--- config.mk ---
export PLATFORM = sky130hd
export DESIGN_NAME = sio_channel
export DESIGN_NICKNAME = d
export VERILOG_FILES = /design/src/rtl/sio_pkg.sv /design/src/rtl/sio_buf2.sv /design/src/rtl/sio_channel.sv
export SDC_FILE = /design/constraint.sdc
export NUM_CORES = 1
export LEC_CHECK = 0
export ABC_AREA = 1
export BUFFER_PORTS_ARGS = -buffer_cell sky130_fd_sc_hd__buf_2
export CORE_MARGIN = 8
export CORE_UTILIZATION = 64
export DETAILED_ROUTE_END_ITERATION = 16
export PLACE_DENSITY = 0.83
export SLEW_MARGIN = 20
export SYNTH_ARGS = -nofsm -noshare
export SYNTH_HDL_FRONTEND = slang
export SYNTH_SLANG_ARGS = --single-unit
--- constraint.sdc ---
create_clock -name clock -period 3.5 [get_ports clock]
set_clock_uncertainty 0.2 [all_clocks]
set_input_delay 0.7 -clock clock [delete_from_list [all_inputs] [get_ports clock]]
set_output_delay 0.7 -clock clock [all_outputs]
set_load 0.05 [all_outputs]
--- src/rtl/sio_pkg.sv ---
// Shared types and constants for the serial I/O channel
`default_nettype none
package sio_pkg;
  // ----------------------------------------------------------------
  // Modes and configuration
  // ----------------------------------------------------------------
  typedef enum logic [1:0] {SIO_ASYNC, SIO_SYNC, SIO_I2C} sio_mode_t;

  localparam int        SIO_DATA_W       = 8;     // Data word width
  localparam int        SIO_BRG_W        = 8;     // Baud rate generator reload width

  // Clock source select codes
  localparam logic [1:0] SIO_CLK_DIV1    = 2'h0;  // sio_clock_div1
  localparam logic [1:0] SIO_CLK_DIV2    = 2'h1;  // sio_clock_div2
  localparam logic [1:0] SIO_CLK_DIV8    = 2'h2;  // sio_clock_div8
  localparam logic [1:0] SIO_CLK_DIV32   = 2'h3;  // sio_clock_div32

  // Prescaler masks: enable fires when all masked bits are ones
  localparam logic [4:0] SIO_MASK_DIV1   = 5'h00;
  localparam logic [4:0] SIO_MASK_DIV2   = 5'h01;
  localparam logic [4:0] SIO_MASK_DIV8   = 5'h07;
  localparam logic [4:0] SIO_MASK_DIV32  = 5'h1f;

  // ----------------------------------------------------------------
  // Bit timing: each bit is four overflows of the baud rate generator
  // ----------------------------------------------------------------
  localparam logic [1:0] SIO_Q_SCL_LOW   = 2'h0;  // Clock falls, data normally changes
  localparam logic [1:0] SIO_Q_SAMPLE    = 2'h2;  // Clock rises, receiver samples
  localparam logic [1:0] SIO_Q_LAST      = 2'h3;  // Last quarter of a bit
  localparam logic [1:0] SIO_TX_START_OVF = 2'h2; // Overflow on which shifting starts

  // Frame lengths in bits
  localparam logic [3:0] SIO_FRAME_ASYNC = 4'ha;  // Start, 8 data, stop
  localparam logic [3:0] SIO_FRAME_SYNC  = 4'h8;  // 8 data
  localparam logic [3:0] SIO_FRAME_I2C   = 4'h9;  // 8 data, acknowledge slot

  // Receive bit indices
  localparam logic [3:0] SIO_OVR_SYNC_BIT  = 4'h6; // 7th bit of a synchronous word
  localparam logic [3:0] SIO_OVR_ASYNC_BIT = 4'h8; // Bit just ahead of the stop bit
  localparam logic [3:0] SIO_RX_SYNC_LAST  = 4'h7; // Last synchronous bit
  localparam logic [3:0] SIO_RX_STOP_BIT   = 4'h9; // Asynchronous stop bit

  // ----------------------------------------------------------------
  // Carriers
  // ----------------------------------------------------------------
  typedef struct packed {
    sio_mode_t             mode;     // Channel mode
    logic [1:0]            clk_sel;  // Clock source select
    logic [SIO_BRG_W-1:0]  brg_div;  // Baud rate generator reload
    logic                  sda_dly;  // SDA delay in generator overflows
  } sio_cfg_t;

  typedef struct packed {
    logic                  full;     // Receive buffer holds a word
    logic [SIO_DATA_W-1:0] data;     // Receive buffer contents
  } sio_rx_t;
endpackage
`default_nettype wire

--- src/rtl/sio_buf2.sv ---
// Two-entry buffer with valid/ready on both sides
`default_nettype none
module sio_buf2 #(
  parameter int W = 8                         // Word width
) (
  input  wire logic         clock,            // System clock
  input  wire logic         rstn,             // Asynchronous reset, active low
  input  wire logic         in_valid,         // Source offers a word
  output logic              in_ready,         // Buffer has room
  input  wire logic [W-1:0] in_data,          // Word from source
  output logic              out_valid,        // Buffer holds a word
  input  wire logic         out_ready,        // Sink takes the word
  output logic [W-1:0]      out_data          // Oldest word
);
  // ----------------------------------------------------------------
  // Storage
  // ----------------------------------------------------------------
  logic [W-1:0] mem_r [2];                    // Two entries
  logic [W-1:0] mem_nxt [2];
  logic         wp_r, wp_nxt;                 // Write pointer
  logic         rp_r, rp_nxt;                 // Read pointer
  logic [1:0]   cnt_r, cnt_nxt;               // Occupancy
  logic         push, pop;

  assign in_ready  = (cnt_r != 2'h2);
  assign out_valid = (cnt_r != 2'h0);
  assign out_data  = mem_r[rp_r];
  assign push      = in_valid && in_ready;
  assign pop       = out_valid && out_ready;

  // Pointer and occupancy update
  always_comb begin
    mem_nxt = mem_r;
    wp_nxt  = wp_r;
    rp_nxt  = rp_r;
    cnt_nxt = cnt_r;
    if (push) begin
      mem_nxt[wp_r] = in_data;
      wp_nxt        = ~wp_r;
    end
    if (pop) begin
      rp_nxt = ~rp_r;
    end
    // Both at once leaves the count unchanged
    if (push && !pop) begin
      cnt_nxt = cnt_r + 2'h1;
    end else if (pop && !push) begin
      cnt_nxt = cnt_r - 2'h1;
    end
  end

  // Registers
  always_ff @(posedge clock or negedge rstn) begin
    if (!rstn) begin
      mem_r[0] <= '0;
      mem_r[1] <= '0;
      wp_r     <= 1'b0;
      rp_r     <= 1'b0;
      cnt_r    <= 2'h0;
    end else begin
      mem_r    <= mem_nxt;
      wp_r     <= wp_nxt;
      rp_r     <= rp_nxt;
      cnt_r    <= cnt_nxt;
    end
  end
endmodule
`default_nettype wire

--- src/rtl/sio_channel.sv ---
// Serial I/O channel: asynchronous, clock-synchronous and I2C modes
`default_nettype none
module sio_channel
  import sio_pkg::*;
(
  input  wire logic                      clock,     // System clock, 125 MHz
  input  wire logic                      rstn,      // Asynchronous reset, active low
  input  wire sio_pkg::sio_cfg_t         cfg,       // Mode, clock select, reload, SDA delay
  input  wire logic                      tx_valid,  // Software writes transmit data
  output logic                           tx_ready,  // Transmit buffer has room
  input  wire logic [sio_pkg::SIO_DATA_W-1:0] tx_data, // Transmit word
  input  wire logic                      i2c_start, // Request a start condition
  input  wire logic                      i2c_stop,  // Request a stop condition
  output logic                           busy,      // Transmitter not idle
  input  wire logic                      rx_read,   // Software reads the receive buffer
  output sio_pkg::sio_rx_t               rx_out,    // Receive buffer and full flag
  input  wire logic                      ovr_clr,   // Clear overrun flag
  output logic                           ovr_err,   // Sticky overrun flag
  output logic                           rts_n,     // Ready to receive, active low
  output logic                           txd,       // Serial data out
  input  wire logic                      rxd,       // Serial data in
  output logic                           sclk_o,    // Synchronous transfer clock out
  output logic                           scl_o,     // SCL drive value
  output logic                           scl_oe_n,  // SCL drive enable, low drives
  input  wire logic                      scl_i,     // SCL wire level
  output logic                           sda_o,     // SDA drive value
  output logic                           sda_oe_n,  // SDA drive enable, low drives
  input  wire logic                      sda_i      // SDA wire level
);
  import sio_pkg::*;

  // ----------------------------------------------------------------
  // Prescaler and baud rate generator
  // ----------------------------------------------------------------
  logic [4:0]           pre_r, pre_nxt;      // Free running prescaler
  logic [SIO_BRG_W-1:0] brg_r, brg_nxt;      // baud_rate_generator down counter
  logic [4:0]           pre_mask;
  logic                 sio_en;              // Selected source clock enable
  logic                 ovf;                 // Generator overflow pulse
  logic                 i2c;

  assign i2c = (cfg.mode == SIO_I2C);

  // Source select
  always_comb begin
    unique case (cfg.clk_sel)
      SIO_CLK_DIV1:  pre_mask = SIO_MASK_DIV1;
      SIO_CLK_DIV2:  pre_mask = SIO_MASK_DIV2;
      SIO_CLK_DIV8:  pre_mask = SIO_MASK_DIV8;
      SIO_CLK_DIV32: pre_mask = SIO_MASK_DIV32;
    endcase
    sio_en  = ((pre_r & pre_mask) == pre_mask);
    ovf     = sio_en && (brg_r == '0);
    pre_nxt = pre_r + 5'h01;
    brg_nxt = brg_r;
    if (sio_en) begin
      brg_nxt = ovf ? cfg.brg_div : brg_r - {{(SIO_BRG_W-1){1'b0}}, 1'b1};
    end
  end

  always_ff @(posedge clock or negedge rstn) begin
    if (!rstn) begin
      pre_r <= 5'h00;
      brg_r <= '0;
    end else begin
      pre_r <= pre_nxt;
      brg_r <= brg_nxt;
    end
  end

  // ----------------------------------------------------------------
  // Transmit buffer: a stalled shifter fills it and back-pressures software
  // ----------------------------------------------------------------
  logic                  b_valid, b_ready;
  logic [SIO_DATA_W-1:0] b_data;
  logic [SIO_DATA_W-1:0] b_rev;              // Buffered word, bit order reversed

  // I2C bytes leave MSB first; plain wiring avoids a streaming operator inside a concatenation
  for (genvar gi = 0; gi < SIO_DATA_W; gi++) begin : g_rev
    assign b_rev[gi] = b_data[SIO_DATA_W-1-gi];
  end

  sio_buf2 #(.W(SIO_DATA_W)) u_txbuf (
    .clock     (clock),
    .rstn      (rstn),
    .in_valid  (tx_valid),
    .in_ready  (tx_ready),
    .in_data   (tx_data),
    .out_valid (b_valid),
    .out_ready (b_ready),
    .out_data  (b_data)
  );

  // ----------------------------------------------------------------
  // Transmitter and I2C condition generator
  // ----------------------------------------------------------------
  typedef enum logic [2:0] {TX_IDLE, TX_WAIT, TX_SHIFT, TX_START, TX_STOP} sio_tx_state_t;
  sio_tx_state_t ts_r, ts_nxt;
  logic [1:0]    wcnt_r, wcnt_nxt;           // Overflows seen since the write
  logic [1:0]    q_r, q_nxt;                 // Quarter within a bit
  logic [9:0]    sh_r, sh_nxt;               // Outgoing bits, LSB first
  logic [3:0]    nb_r, nb_nxt;               // Bits left in the frame
  logic          line_r, line_nxt;           // Data line level
  logic          sclk_r, sclk_nxt;           // Clock line level
  logic          adv;                        // Overflow not held by clock stretching
  logic          bit_q;                      // A quarter step of a data bit
  logic [1:0]    qeff;                       // Quarter acted on this step
  logic [1:0]    data_q;                     // Quarter on which data changes
  logic          sync_smp;                   // Synchronous receive sample strobe

  // A slave holding SCL low freezes the bit timing
  assign adv    = ovf && !(i2c && sclk_r && !scl_i);
  assign bit_q  = adv && ((ts_r == TX_SHIFT) || (ts_r == TX_WAIT && wcnt_r == SIO_TX_START_OVF - 2'h1));
  assign qeff   = (ts_r == TX_WAIT) ? SIO_Q_SCL_LOW : q_r;
  assign data_q = i2c ? {1'b0, cfg.sda_dly} : SIO_Q_SCL_LOW;
  assign sync_smp = bit_q && (cfg.mode == SIO_SYNC) && (qeff == SIO_Q_SAMPLE);
  assign b_ready  = (ts_r == TX_IDLE) && !(i2c && (i2c_start || i2c_stop));
  assign busy     = (ts_r != TX_IDLE);

  always_comb begin
    ts_nxt   = ts_r;
    wcnt_nxt = wcnt_r;
    q_nxt    = q_r;
    sh_nxt   = sh_r;
    nb_nxt   = nb_r;
    line_nxt = line_r;
    sclk_nxt = sclk_r;
    unique case (ts_r)
      TX_IDLE: begin
        q_nxt    = 2'h0;
        wcnt_nxt = 2'h0;
        // Conditions take priority over data in I2C mode
        if (i2c && i2c_start) begin
          ts_nxt = TX_START;
        end else if (i2c && i2c_stop) begin
          ts_nxt = TX_STOP;
        end else if (b_valid) begin
          ts_nxt = TX_WAIT;
          unique case (cfg.mode)
            SIO_ASYNC: begin
              sh_nxt = {1'b1, b_data, 1'b0};
              nb_nxt = SIO_FRAME_ASYNC;
            end
            SIO_SYNC: begin
              sh_nxt = {2'b11, b_data};
              nb_nxt = SIO_FRAME_SYNC;
            end
            default: begin
              // I2C sends MSB first, then releases SDA for acknowledge
              sh_nxt = {2'b11, b_rev};
              nb_nxt = SIO_FRAME_I2C;
            end
          endcase
        end
      end
      TX_WAIT: begin
        // The first overflow is only counted; the second starts the frame
        if (adv) begin
          wcnt_nxt = wcnt_r + 2'h1;
        end
        if (bit_q) begin
          ts_nxt = TX_SHIFT;
          q_nxt  = 2'h1;
        end
      end
      TX_SHIFT: begin
        if (adv) begin
          q_nxt = q_r + 2'h1;
          if (q_r == SIO_Q_LAST) begin
            sh_nxt = {1'b1, sh_r[9:1]};
            nb_nxt = nb_r - 4'h1;
            if (nb_r == 4'h1) begin
              ts_nxt = TX_IDLE;
            end
          end
        end
      end
      TX_START: begin
        if (adv) begin
          q_nxt = q_r + 2'h1;
          unique case (q_r)
            2'h0: begin
              line_nxt = 1'b1;
              sclk_nxt = 1'b1;
            end
            2'h1: line_nxt = 1'b0;
            2'h2: sclk_nxt = 1'b0;
            2'h3: ts_nxt   = TX_IDLE;
          endcase
        end
      end
      TX_STOP: begin
        if (adv) begin
          q_nxt = q_r + 2'h1;
          unique case (q_r)
            2'h0: begin
              line_nxt = 1'b0;
              sclk_nxt = 1'b0;
            end
            2'h1: sclk_nxt = 1'b1;
            2'h2: line_nxt = 1'b1;
            2'h3: ts_nxt   = TX_IDLE;
          endcase
        end
      end
      default: ts_nxt = TX_IDLE;
    endcase
    // Data bit shaping, shared by the first bit and the rest
    if (bit_q) begin
      if (qeff == data_q) begin
        line_nxt = sh_r[0];
      end
      if (qeff == SIO_Q_SCL_LOW) begin
        sclk_nxt = 1'b0;
      end else if (qeff == SIO_Q_SAMPLE) begin
        sclk_nxt = 1'b1;
      end
    end
    // Idle async line rests high; I2C keeps the level the acknowledge slot left
    if (ts_r == TX_SHIFT && ts_nxt == TX_IDLE && !i2c) begin
      line_nxt = 1'b1;
      sclk_nxt = 1'b1;
    end
  end

  always_ff @(posedge clock or negedge rstn) begin
    if (!rstn) begin
      ts_r   <= TX_IDLE;
      wcnt_r <= 2'h0;
      q_r    <= 2'h0;
      sh_r   <= 10'h3ff;
      nb_r   <= 4'h0;
      line_r <= 1'b1;
      sclk_r <= 1'b1;
    end else begin
      ts_r   <= ts_nxt;
      wcnt_r <= wcnt_nxt;
      q_r    <= q_nxt;
      sh_r   <= sh_nxt;
      nb_r   <= nb_nxt;
      line_r <= line_nxt;
      sclk_r <= sclk_nxt;
    end
  end

  // Open-drain pins only ever pull low
  assign txd      = line_r;
  assign sclk_o   = sclk_r;
  assign sda_o    = 1'b0;
  assign scl_o    = 1'b0;
  assign sda_oe_n = !(i2c && !line_r);
  assign scl_oe_n = !(i2c && !sclk_r);

  // ----------------------------------------------------------------
  // Receiver, receive buffer, overrun and ready-to-receive
  // ----------------------------------------------------------------
  typedef enum logic {RX_IDLE, RX_BUSY} sio_rx_state_t;
  sio_rx_state_t         rs_r, rs_nxt;
  logic [1:0]            rq_r, rq_nxt;       // Async quarter counter
  logic [3:0]            rb_r, rb_nxt;       // Bit index in the frame
  logic [SIO_DATA_W-1:0] rsh_r, rsh_nxt;     // Incoming bits
  logic                  stf_r, stf_nxt;     // Frame began with buffer full
  logic [SIO_DATA_W-1:0] rbuf_r, rbuf_nxt;   // rx_buffer_reg
  logic                  full_r, full_nxt;
  logic                  ovr_r, ovr_nxt;
  logic                  rts_n_r, rts_n_nxt;
  logic                  done, ovr_set, rd;

  assign rd = rx_read && full_r;

  always_comb begin
    rs_nxt  = rs_r;
    rq_nxt  = rq_r;
    rb_nxt  = rb_r;
    rsh_nxt = rsh_r;
    stf_nxt = stf_r;
    done    = 1'b0;
    ovr_set = 1'b0;
    if (cfg.mode == SIO_ASYNC) begin
      if (rs_r == RX_IDLE) begin
        if (ovf && !rxd) begin
          rs_nxt  = RX_BUSY;
          rq_nxt  = 2'h1;
          rb_nxt  = 4'h0;
          stf_nxt = full_r;
        end
      end else if (ovf) begin
        rq_nxt = rq_r + 2'h1;
        if (rq_r == SIO_Q_LAST) begin
          rb_nxt = rb_r + 4'h1;
        end
        if (rq_r == SIO_Q_SAMPLE) begin
          if (rb_r == 4'h0 && rxd) begin
            rs_nxt = RX_IDLE;          // Glitch, not a start bit
          end else if (rb_r == SIO_RX_STOP_BIT) begin
            rs_nxt = RX_IDLE;
            done   = 1'b1;
          end else if (rb_r != 4'h0) begin
            rsh_nxt = {rxd, rsh_r[SIO_DATA_W-1:1]};
          end
          if (rb_r == SIO_OVR_ASYNC_BIT && stf_r && full_r) begin
            ovr_set = 1'b1;
          end
        end
      end
    end else if (cfg.mode == SIO_SYNC) begin
      if (sync_smp) begin
        rsh_nxt = {rxd, rsh_r[SIO_DATA_W-1:1]};
        rb_nxt  = rb_r + 4'h1;
        if (rs_r == RX_IDLE) begin
          rs_nxt  = RX_BUSY;
          rb_nxt  = 4'h1;
          stf_nxt = full_r;
        end else begin
          if (rb_r == SIO_OVR_SYNC_BIT && stf_r && full_r) begin
            ovr_set = 1'b1;
          end
          if (rb_r == SIO_RX_SYNC_LAST) begin
            rs_nxt = RX_IDLE;
            done   = 1'b1;
          end
        end
      end
    end else begin
      rs_nxt = RX_IDLE;
    end
    // A finished word is kept only if the buffer was emptied in time
    rbuf_nxt = (done && !full_r) ? rsh_nxt : rbuf_r;
    full_nxt = rd ? 1'b0 : (full_r || done);
    // Not ready once a word is held; ready again only on a read
    rts_n_nxt = rd ? 1'b0 : (rts_n_r || (done && !full_r));
    // Set beats clear
    ovr_nxt = ovr_set || (ovr_r && !ovr_clr);
  end

  always_ff @(posedge clock or negedge rstn) begin
    if (!rstn) begin
      rs_r    <= RX_IDLE;
      rq_r    <= 2'h0;
      rb_r    <= 4'h0;
      rsh_r   <= '0;
      stf_r   <= 1'b0;
      rbuf_r  <= '0;
      full_r  <= 1'b0;
      ovr_r   <= 1'b0;
      rts_n_r <= 1'b0;
    end else begin
      rs_r    <= rs_nxt;
      rq_r    <= rq_nxt;
      rb_r    <= rb_nxt;
      rsh_r   <= rsh_nxt;
      stf_r   <= stf_nxt;
      rbuf_r  <= rbuf_nxt;
      full_r  <= full_nxt;
      ovr_r   <= ovr_nxt;
      rts_n_r <= rts_n_nxt;
    end
  end

  assign rx_out  = '{full: full_r, data: rbuf_r};
  assign ovr_err = ovr_r;
  assign rts_n   = rts_n_r;
endmodule
`default_nettype wire

## Word-level counts from Yosys, hierarchy flattened

Cells that the tools add are included.

| word-level totals | value |
|---|---|
| flip-flop bits (word level) | 83 |
| bits of input ports | 31 |
| output and inout port bits | 19 |
| word-level logic and storage cells | 270 |

| cells by class | value |
|---|---|
| add/subtract/negate cells | 9 |
| magnitude comparators | 3 |
| equal/unequal tests | 40 |
| muxes and demuxes | 116 |
| bitwise logic cells | 5 |
| reductions and logical operators | 74 |

Operator list:

| cell | count |
|---|---|
| 2-to-1 mux 8 bit | 14 |
| 2-to-1 mux 4 bit | 13 |
| 2-to-1 mux 1 bit | 50 |
| 2-to-1 mux 10 bit | 5 |
| logical AND 1 bit | 30 |
| 2-to-1 mux 3 bit | 9 |
| one-hot mux 10 bit (2 select lines) | 1 |
| one-hot mux 5 bit (4 select lines) | 1 |
| 2-to-1 mux 2 bit | 9 |
| inequality test 2 bit, second input constant | 9 |
| one-hot mux 9 bit (2 select lines) | 1 |
| bitwise mux 16 bit | 1 |
| == test 2 bit, second input constant | 8 |
| nonzero test 2 bit | 7 |
| logical NOT 1 bit | 13 |
| one-hot mux 1 bit (2 select lines) | 6 |
| one-hot mux 3 bit (4 select lines) | 1 |
| AND reduction 5 bit | 2 |
| adder 2 x 1 -> 2 bit, second input constant | 4 |
| demux 8 bit (select 1 bit) | 1 |
| == test 2 x 1 -> 1 bit, second input constant | 4 |
| == test 4 x 3 -> 1 bit, second input constant | 2 |
| == test 4 bit, second input constant | 2 |
| logical NOT 2 bit | 4 |
| 33 further kinds | 50 |

## Depth between registers and ports, before layout

Gate-level depths: netlist (run 1).

| depth | value |
|---|---|
| depth in word-level cells | 15 |
| gate-level depth with buffers | 13 |
| mapped depth without buffers | 13 |

## Hierarchy

Synthesis (run 1) repeated with hierarchy kept, for this count alone.

| second synthesis, totals | value |
|---|---|
| cell total of the unflattened synthesis | 609 |
| area, all modules | 4773.3 um^2 |

Modules (own cells, without submodules):

| module | instances | cells each | area an instance (um^2) | sequential area each (um^2) |
|---|---|---|---|---|
| sio_channel | 1 | 485 | 3736.1 | 1565.3 |
| sio_buf2 | 1 | 124 | 1037.2 | 500.5 |

## Worst setup path after synthesis (run 1)

Ideal clock, no wire load.

| timing path | value |
|---|---|
| path type | input to register |
| from | in cfg[12] (netlist name) |
| to | reg u_txbuf.cnt_r[1] |
| setup time | 0.124 ns |
| data arrival time | 2.074 ns |
| data required time | 3.176 ns |
| setup slack | 1.102 ns |
| cell stages on the path | 11 |
| cells stage by stage | buf_4 > inv_2 > nor2_4 > nand2_1 > nand3_1 > nor2_1 > inv_1 > ha_1 > a21oi_1 > o21ai_0 > xnor2_1 |

| on the way | value |
|---|---|
| cells in the longest elaborated chain, start to end | 8 |
| elaborated cells between the ends (all ways) | 10 |
| classes of those cells | 1 x eq/ne; 1 x mux; 8 x reduce/logical |

RTL lines:

| item | line | text |
|---|---|---|
| start: declaration | sio_channel.sv:8 | `input wire sio_pkg::sio_cfg_t cfg,` |
| == test 2 bit (*) | sio_channel.sv:42 | `assign i2c = (cfg.mode == SIO_I2C);` |
| logical AND 1 bit (*) | sio_channel.sv:117 | `assign b_ready = (ts_r == TX_IDLE) && !(i2c && (i2c_start \|\| i2c_stop));` |
| logical NOT 1 bit (*) | sio_channel.sv:117 |  |
| logical AND 1 bit (*) | sio_channel.sv:117 |  |
| logical AND 1 bit (*) | sio_buf2.sv:29 | `assign pop = out_valid && out_ready;` |
| logical NOT 1 bit | sio_buf2.sv:45 | `if (push && !pop) begin` |
| logical AND 1 bit | sio_buf2.sv:45 |  |
| 2-to-1 mux 2 bit / nonzero test 2 bit (equally long branches) | - |  |
| end signal: assignment | sio_buf2.sv:64 | `cnt_r <= cnt_nxt;` |
| end: declaration | sio_buf2.sv:22 | `logic [1:0] cnt_r, cnt_nxt;` |

Mark *: on every way between the ends. The rest lies on a longest branch, timed or not.
A chain may end at the register's enable or synchronous reset.

## Worst setup path in the final report (run 1)

| timing path | value |
|---|---|
| from | reg ts_r[1] |
| to | out busy |

| on the way | value |
|---|---|
| cells in the longest elaborated chain, start to end | 1 |

RTL lines:

| item | line | text |
|---|---|---|
| start: declaration | sio_channel.sv:98 | `sio_tx_state_t ts_r, ts_nxt;` |
| start signal: assignment | sio_channel.sv:236 | `ts_r <= ts_nxt;` |
| nonzero test 3 bit | sio_channel.sv:118 | `assign busy = (ts_r != TX_IDLE);` |
| end: declaration | sio_channel.sv:14 | `output logic busy,` |

No other way between the ends.

==> results of run 1 <==
## worst max-delay path: stages, from the launching register on
cell and delay (ns):
dfrtp_1 0.44, nor2_2 0.16, inv_1 0.10, nor2_2 0.17, inv_1 0.11, buf_2 0.22
## metrics by stage
step           instance area, um^2  hold WS [ns]  cells  total power [W]
2_1_floorplan                 4620         0.204    577          0.00242
3_3_place_gp                  4880         0.256    708          0.00263
3_5_place_dp                  4880         0.260    708          0.00270
4_1_cts                       5070         0.275    724          0.00339
5_1_grt                       5080         0.236    724          0.00363
6_report                      5080         0.179    724          0.00337
## routing by layer
layer | track usage (%) | vias up | routed length (um)
met5 | 0 | - | 0
met4 | 9.74 | 0 | 140
met3 | 4.97 | 11 | 599
met2 | 32.5 | 100 | 4470
met1 | 25.2 | 1803 | 4290
li1 | - | 1957 | -
## power groups by stage
stage / Clock (W) / Sequential (W) / Combinational [W]
4_1_cts: 0.000692 / 0.00144 / 0.00126
2_1_floorplan: 0 / 0.00140 / 0.00102
3_5_place_dp: 0 / 0.00145 / 0.00125
3_3_place_gp: 0 / 0.00144 / 0.00120
6_report: 0.000676 / 0.00144 / 0.00126
5_1_grt: 0.000732 / 0.00147 / 0.00143
## cell families (layout without fill, tap and decap cells)
kind of cell / Yosys count / after routing
xor+xnor: 10 / 10
simple gates: 264 / 264
mux: 7 / 7
compound gates: 113 / 113
fa+ha+maj: 14 / 14
flops: 82 / 82
other cells: 1 / 2
buf+inv: 85 / 133
## registers in the layout (all words and copies together), names as in the netlist, 2 cells and up
| signal | count |
|---|---|
| u_txbuf.mem_r | 16 |
| sh_r | 9 |
| brg_r | 8 |
| rbuf_r | 8 |
| rsh_r | 8 |
| pre_r | 5 |
| nb_r | 4 |
| rb_r | 4 |
| ts_r | 3 |
| q_r | 2 |
| rq_r | 2 |
| u_txbuf.cnt_r | 2 |
| wcnt_r | 2 |
## worst min path at each step
stage                           end       from
final                     wcnt_r[1]       rstn
after global routing       brg_r[7]       rstn
after CTS                   sh_r[8]    sh_r[8]
after detailed placement  rbuf_r[4]  rbuf_r[4]
after global placement      sh_r[5]    sh_r[5]
after floorplan            brg_r[0]       rstn
## final cells by class
cell class,instances,share of cell area [%]
Multi-Input combinational cell,410,43.0
Inverter,70,5.27
Timing Repair Buffer,47,4.81
Tap cell,99,2.44
Sequential cell,82,40.7
Clock inverter,3,0.838
Clock buffer,13,2.93
## cell usage in the layout (no fill, tap or decap), drive strengths merged, types with 4 or more instances in the layout
| cell type | netlist | layout |
|---|---|---|
| ha | 14 | 14 |
| nor3 | 5 | 5 |
| clkinv | 3 | 4 |
| mux2 | 5 | 5 |
| nand3 | 35 | 35 |
| xnor2 | 6 | 6 |
| a21oi | 16 | 16 |
| buf | 11 | 47 |
| inv | 67 | 67 |
| o21ai | 80 | 80 |
| xor2 | 4 | 4 |
| or2 | 4 | 4 |
| nand2 | 172 | 172 |
| nand4 | 8 | 8 |
| clkbuf | 4 | 13 |
| nor2 | 38 | 38 |
| dfstp | 11 | 11 |
| o211ai | 4 | 4 |
| dfrtp | 71 | 71 |
==> flow_metrics.tcl, run 1 <==
set metrics [dict create \
    status "finished, final reports clean" \
    r2r_slack_ns 1.17 \
    root_buffer "clkbuf_8" \
    dp_hpwl_um 6910 \
    hold_class "input pin to async pin" \
    async_flop_share_pct 100 \
    cp.arrival_ns 1.55 \
    num-fill-cells 579 \
    setup_tns_ns 0 \
    required_ns 2.60 \
    start_util_pct 65.0 \
    avgSynthCellArea_um2 8.01 \
    netlist_area_um2 4610 \
    grt-ovfl-total 0 \
    setup_viol 0 \
    synth_common_cells "nand2_1 (163), dfrtp_1 (71), o21ai_0 (65)" \
    clkSinkCount 82 \
    crit_end "busy" \
    synth_cell_types 48 \
    drt_first_pass_iters 5 \
    synth-seq-cells 82 \
    rsz0062_at_grt "no" \
    cts_max_level 3 \
    grt_max_degree 83 \
    die_height_um 101 \
    switchingPower_w 0.00133 \
    yosys.area.top_type "dfrtp_1" \
    grt_pass1_wl_um 16600 \
    clk_latency_ns 0.35 \
    routed_wl_um 9490 \
    startpoint_type "flop" \
    route.detailed.drc 0 \
    synth_adder_area_share_pct 3.80 \
    seqPwrFrac_pct 42.7 \
    io_buffers 46 \
    worst_slew_pin_slew_ns 0.712 \
    synth_top_family_by_area "simple AND/OR/NAND/NOR gates" \
    wl_per_cell_um 13.1 \
    path_class "flop to output port" \
    cap_violations 0 \
    path_max_fanout 5 \
    antenna_found_initial 0 \
    die_area_um2 10200 \
    reg2reg_from "brg_r[0]" \
    ant_nets 0 \
    layout-drive-gt1-share_pct 17.9 \
    place.gp.congestion 0.907 \
    combinationalPowerShare_pct 37.3 \
    cts_setup_buffers 0 \
    synth-seq-area-share_pct 44.8 \
    cts_tree "yes" \
    synth_edf_count 0 \
    drt_iter0_markers 283 \
    synth-xor-area-share_pct 1.90 \
    cts_resized 0 \
    max_freq_ghz 0.408 \
    p_clk_share_pct 20.1 \
    finalCritPeriodShare_pct 70.0 \
    cts.clk_slew.worst_paths_ns 0.08 \
    core_area_um2 7100 \
    muxShareOfSynthArea_pct 1.65 \
    cp-startpoint "ts_r[1]" \
    track_usage_pct 20.3 \
    powerDensity_nw_per_um2 664 \
    switching_share_pct 39.6 \
    ctsLongestPathBuffers 2 \
    endpoint_kind "output port" \
    grt_pass1_vias 3780 \
    hold_violations 0 \
    multi_input_area_um2 2180 \
    postSynthCellCount 576 \
    p_leak_nw 2.65 \
    maxSlewViolCount 0 \
    yosysWarnings 0 \
    setup_ws_ns 1.05 \
    yosysMostFrequentCell "nand2_1" \
    fin_util_pct 71.5 \
    power.internal_w 0.00204 \
    cts_buffers 9 \
    irDropWorstVdd_mv 0.482 \
    synth-simple-area-share_pct 26.5 \
    antenna_cells 0 \
    r2r-end "sh_r[0]" \
    vias_per_cell 5.35 \
    syn2layout_area_growth_pct 10.1 \
    seq_area_um2 2070 \
    placementRows 31 \
    io-pin-count 50 \
    r2r_cells 10 \
    synth-compound-area-share_pct 13.3 \
    dp_slack_ns 0.835 \
    min_period_ns 2.45 \
    synth_ff_type "dfrtp_1" \
    slew_headroom_pct 52.5 \
    final_nets 665 \
    synth_top_area_share_pct 38.5 \
    die_w_um 101 \
    hold_buffers 0 \
    synth.area.top_cells "dfrtp_1 (39%), nand2_1 (13%), o21ai_0 (7.1%)" \
    via_count 3871 \
]
Power figures use the tool's default switching activity.
==> run 2, diff against run 1 <==
- CORE_UTILIZATION: 64 -> 59
- PLACE_DENSITY: 0.83 -> 0.77
- clock period: 3.5 -> 2.3 ns (I/O delays scaled with it)
==> run 2 against run 1 <==
Compared with the run above:
- cell count grew 3.3%
- wire length rose by 8.3%
- clock power is 72% higher
- critical path depth grew 1
- non-clock buffer count grew 20
- global-route usage shrank 1.5 points
- cell area is 4.6% higher
- via count rose by 3.8%
- critical path type unchanged
- worst hold slack worse by 0.11 ns
==> flow_metrics.tcl, run 2 (same netlist as run 1, synthesis figures left out) <==
set metrics [dict create \
    core_area_um2 7650 \
    grt_pass1_vias 3980 \
    start_util_pct 60.3 \
    ant_nets 0 \
    finalCritPeriodShare_pct 97.4 \
    hold_violations 0 \
    dp_cells 723 \
    top_register "u_txbuf.mem_r" \
    seqPwrFrac_pct 40.8 \
    dp_slack_ns 0.0524 \
    clkSinkCount 82 \
    worst_path_max_delay_cell "dfrtp_1" \
    routed.top_layer "met4" \
    irDropWorstVdd_mv 0.695 \
    drt-met1-wl_um 4800 \
    drt_iter0_markers 192 \
    clk_latency_ns 0.35 \
    setup_tns_ns 0 \
    layout-drive-gt1-share_pct 21.8 \
    hold_class "input pin to flop" \
    path_class "flop to output port" \
    p_leak_nw 2.76 \
    routed_wl_um 10300 \
    power.internal_w 0.00329 \
    finalPower_w 0.00540 \
    switching_share_pct 39.1 \
    wl_met3_um 408 \
    antenna_found_initial 0 \
    most-common-layout-cells "nand2_1 (161), dfrtp_1 (70), o21ai_0 (65), inv_1 (56), buf_2 (45)" \
    cts_buffers 9 \
    setup_viol 0 \
    max_freq_ghz 0.446 \
    dpl-instance-area_um2 4990 \
    combinationalPowerShare_pct 37.7 \
    ctsLongestPathBuffers 2 \
    fin_area_um2 5310 \
    cts.clk_slew.worst_paths_ns 0.08 \
    die_height_um 104 \
    die_area_um2 10900 \
    cp.arrival_ns 1.58 \
    drt_first_pass_iters 5 \
    cap_violations 0 \
    worst_slew_pin_slew_ns 0.504 \
    maxSlewViolCount 0 \
    cts_max_level 3 \
    startpoint_type "flop" \
    fin_cells 748 \
    path_delay_family "buffers and inverters" \
    track_usage_pct 18.8 \
    io_buffers 46 \
    antenna_cells 0 \
    grt_max_degree 36 \
    layout_commonest_cell "nand2_1" \
    required_ns 1.64 \
    slew_headroom_pct 66.4 \
    worst_path_most_repeated_cell "inv_1" \
    syn2layout_area_growth_pct 15.1 \
    status "finished, final reports clean" \
    endpoint_kind "output port" \
    path_buf_inv 4 \
    vias_per_cell 5.37 \
    route.detailed.drc 0 \
    io-pin-count 50 \
    root_buffer "clkbuf_8" \
    largest_reg_flops 16 \
    dp_hpwl_um 7390 \
    reg_top3 "u_txbuf.mem_r x16, sh_r x9" \
    p_clk_share_pct 21.5 \
    crit_chain "nor2_4 -> inv_1 -> nor2_2 -> buf_4 -> inv_1 -> buf_2" \
    cts_tree "yes" \
    setup_ws_ns 0.0596 \
    switchingPower_w 0.00211 \
    via_count 4017 \
    place.gp.congestion 0.914 \
    min_period_ns 2.24 \
    final_nets 686 \
    powerDensity_nw_per_um2 1020 \
    num-fill-cells 637 \
    wl_per_cell_um 13.7 \
    grt_pass1_wl_um 17400 \
    die_w_um 104 \
    grt-ovfl-total 0 \
    cp_slowest_stage_delay_ns 0.44 \
    path_max_fanout 4 \
    routed-wl-met2_um 4850 \
    placementRows 32 \
]
-- run 2: path summary, 6_finish.rpt --
check | start | depth (start not counted) | end | slack [ns]
worst max-delay path | ts_r[2] | 6 | busy | 0.06
worst min-delay path | ovr_clr | 2 | ovr_err | 0.07
worst max register to register | ts_r[2] | 10 | u_txbuf.cnt_r[1] | 0.10
worst min register to register | pre_r[0] | 1 | pre_r[0] | 0.28
max in group asynchronous | rstn | 3 | sh_r[2] | 0.86
min in group asynchronous | rstn | 2 | ts_r[0] | 0.36
-- run 2: power by group through the flow --
stage | Clock, W | Sequential [W] | Combinational [W]
final | 0.00116 | 0.00221 | 0.00203
after global routing | 0.00123 | 0.00225 | 0.00233
after CTS | 0.00118 | 0.00219 | 0.00199
after detailed placement | 0 | 0.00221 | 0.00196
after global placement | 0 | 0.00219 | 0.00188
after floorplan | 0 | 0.00213 | 0.00155
-- run 2: stage by stage --
step                      hold WS, ns  utilization [%]
after floorplan               -0.0356                -
after global placement          0.191             65.2
after detailed placement        0.193             65.2
after CTS                      0.0590             68.2
after global routing           0.0641             69.4
final                          0.0701             69.4
-- run 2: cell type report --
class                   instances  area [um^2]  area share, %
clock buffers                  12          145           2.73
inverters                      70          268           5.04
clock inverters                 4         76.3           1.44
well taps                     102          128           2.40
repair buffers                 67          405           7.64
multi-input cells             411         2220           41.8
flip-flops and latches         82         2070           38.9
-- run 2: layer usage --
| metal | track usage, % | vias up |
|---|---|---|
| met5 | 0 | - |
| li1 | - | 2001 |
| met1 | 23.6 | 1903 |
| met2 | 30.7 | 91 |
| met3 | 4.03 | 22 |
| met4 | 7.76 | 0 |
-- run 2: what timing repair did --
action	CTS	global route
resized for setup	0	10
hold buffers	1	0
hold endpoints to repair	18	0
setup endpoints to repair	0	26
setup buffers	0	7
==> run 3, diff against run 2 <==
- BUFFER_PORTS_ARGS: -buffer_cell sky130_fd_sc_hd__buf_2 -> not set
- CORE_UTILIZATION: 59 -> 64
- DONT_BUFFER_PORTS: not set -> 1
- GPL_TIMING_DRIVEN: not set -> 0
==> run 3 against run 2 <==
Compared with the run above:
- worst hold slack worse by 0.48 ns
- total power is 4.3% lower
- wire length is 6.8% lower
- clock power is 11% lower
- sequential cell count stayed put
- core utilization is 1.1 points higher
- sequential power hardly changed
- cell count is 6.8% lower
- the flow now finishes with violations (hold timing)
- die area is 6.6% lower
- non-clock buffer count is 47 lower
- largest cell class unchanged
==> flow_metrics.tcl, run 3 (same netlist as run 1, synthesis figures left out) <==
set metrics [dict create \
    p_clk_share_pct 19.9 \
    busiest_layer "met2" \
    max_freq_ghz 0.459 \
    reg_top3 "u_txbuf.mem_r x16, sh_r x9" \
    syn2layout_area_growth_pct 8.57 \
    path_class "flop to output port" \
    ant_nets 0 \
    drt_first_pass_iters 4 \
    irDropWorstVdd_mv 0.751 \
    fin_area_um2 5010 \
    dp_hpwl_um 6920 \
    antenna_found_initial 0 \
    cp_slowest_stage_delay_ns 0.71 \
    cap_violations 0 \
    die_w_um 101 \
    path_buf_inv 1 \
    switching_share_pct 40.1 \
    hold_violations 82 \
    maxSlewViolCount 0 \
    cts_buffers 9 \
    multi_input_area_um2 2210 \
    dpl-instance-area_um2 4740 \
    core_area_um2 7100 \
    antenna_cells 0 \
    path_max_fanout 3 \
    switchingPower_w 0.00207 \
    via_count 3827 \
    io-pin-count 50 \
    worst_path_max_delay_cell "dfstp_2" \
    status "complete, but fails checks" \
    ctsLongestPathBuffers 2 \
    slew_headroom_pct 65.5 \
    startpoint_type "flop" \
    path_delay_family "flip-flops" \
    seqPwrFrac_pct 42.4 \
    grt_pass1_wl_um 16600 \
    io_buffers 0 \
    violations "hold timing" \
    start_util_pct 65.0 \
    clkSinkCount 82 \
    setup_tns_ns 0 \
    fin_hold_ws_ns -0.408 \
    drt_iter0_markers 260 \
    grt_pass1_vias 3704 \
    met2_usage_pct 31.5 \
    layout-drive-gt1-share_pct 15.2 \
    use_met1_pct 25.9 \
    finalCritPeriodShare_pct 94.8 \
    top_register "u_txbuf.mem_r" \
    power.internal_w 0.00309 \
    track_usage_pct 20.0 \
    cp-startpoint "txd" \
    hold_class "input pin to async pin" \
    largest_reg_flops 16 \
    p_leak_nw 2.54 \
    crit_chain "inv_1 -> nand2_1" \
    clk_latency_ns 0.35 \
    most-common-layout-cells "nand2_1 (160), dfrtp_1 (71), o21ai_0 (65), inv_1 (55), nand3_1 (32)" \
    reg2reg_from "ts_r[2]" \
    grt-ovfl-total 0 \
    worst_slew_pin_slew_ns 0.517 \
    required_ns 1.64 \
    powerDensity_nw_per_um2 1030 \
    cp.arrival_ns 1.52 \
    seq_area_um2 2070 \
    route.detailed.drc 0 \
    setup_viol 0 \
    min_period_ns 2.18 \
    layout_commonest_cell "nand2_1" \
    cts_tree "yes" \
    grt_max_degree 83 \
    vias_per_cell 5.49 \
    die_height_um 101 \
    root_buffer "clkbuf_8" \
    final_nets 638 \
    endpoint_kind "output port" \
    combinationalPowerShare_pct 37.7 \
    place.gp.congestion 0.918 \
    num-fill-cells 599 \
    wl_per_cell_um 13.7 \
    cts_max_level 3 \
    use_met3_pct 5.32 \
    hold_buffers 1 \
    cts.clk_slew.worst_paths_ns 0.08 \
    routed_wl_um 9580 \
    die_area_um2 10200 \
    placementRows 31 \
    fin_util_pct 70.5 \
]
-- run 3: changes by cell type in the layout (fill, tap and decap cells not counted), moves of 2 or more --
cell,change
nor2_2,-2
nor2_4,+2
buf_6,+3
clkinv_2,+2
clkbuf_1,+2
buf_2,-41
buf_4,-12
-- run 3: final cells by class --
type                    count  area share (%)
multi-input cells         410            44.2
clock inverters             6            1.30
inverters                  70            5.35
repair buffers              5           0.800
flip-flops and latches     82            41.3
well taps                  99            2.47
clock buffers              10            2.55
plain buffers              15            2.00
-- run 3: worst register-to-register path, delay by kind of cell (launching register included) --
| family | cells | cell delay (ns) |
|---|---|---|
| AND/OR/NAND/NOR | 4 | 0.57 |
| flip-flops | 1 | 0.44 |
| adder cells (fa/ha/maj) | 1 | 0.32 |
| XOR/XNOR | 1 | 0.13 |
| AO/OA/AOI/OAI | 2 | 0.22 |
| buffers and inverters | 2 | 0.18 |
-- run 3: per-stage QoR --
step / hold slack [ns] / instances / total power (W) / worst slack, ns
floorplan: -0.0356 / 577 / 0.00368 / 0.142
global placement: -0.0327 / 676 / 0.00400 / -0.0880
detailed placement: -0.0331 / 676 / 0.00408 / -0.114
CTS: -0.427 / 693 / 0.00514 / 0.0154
global route: -0.437 / 697 / 0.00559 / -0.00950
finish: -0.408 / 697 / 0.00517 / 0.120
-- run 3: per-layer routing --
metal / part of all wire [%] / wire [um]
met5: 0 / 0
met4: 1.5 / 148
met3: 6.2 / 590
met2: 46 / 4410
met1: 46 / 4430
-- run 3: repair_timing --
| item | 4_1_cts | 5_1_grt |
|---|---|---|
| endpoints found under the hold margin | 83 | 82 |
| setup buffers | 0 | 4 |
| resized for setup | 2 | 11 |
| setup endpoints to repair | 5 | 27 |
| pin swaps | 0 | 5 |
-- run 3: worst paths after layout --
path	to	slack, ns	cells past startpoint
min	ts_r[0]	-0.41	0
min in group clock	rsh_r[7]	0.04	2
min reg2reg	sh_r[4]	0.27	2
max in group asynchronous	sh_r[0]	2.05	0
max	sda_oe_n	0.12	2
max reg2reg	u_txbuf.cnt_r[1]	0.14	10
-- run 3: power by group through the flow --
| stage | sequential [W] | combinational [W] | clock [W] |
|---|---|---|---|
| detailed placement | 0.00220 | 0.00189 | 0 |
| floorplan | 0.00213 | 0.00155 | 0 |
| global placement | 0.00218 | 0.00182 | 0 |
| finish | 0.00219 | 0.00195 | 0.00103 |
| CTS | 0.00218 | 0.00190 | 0.00106 |
| global route | 0.00225 | 0.00221 | 0.00113 |
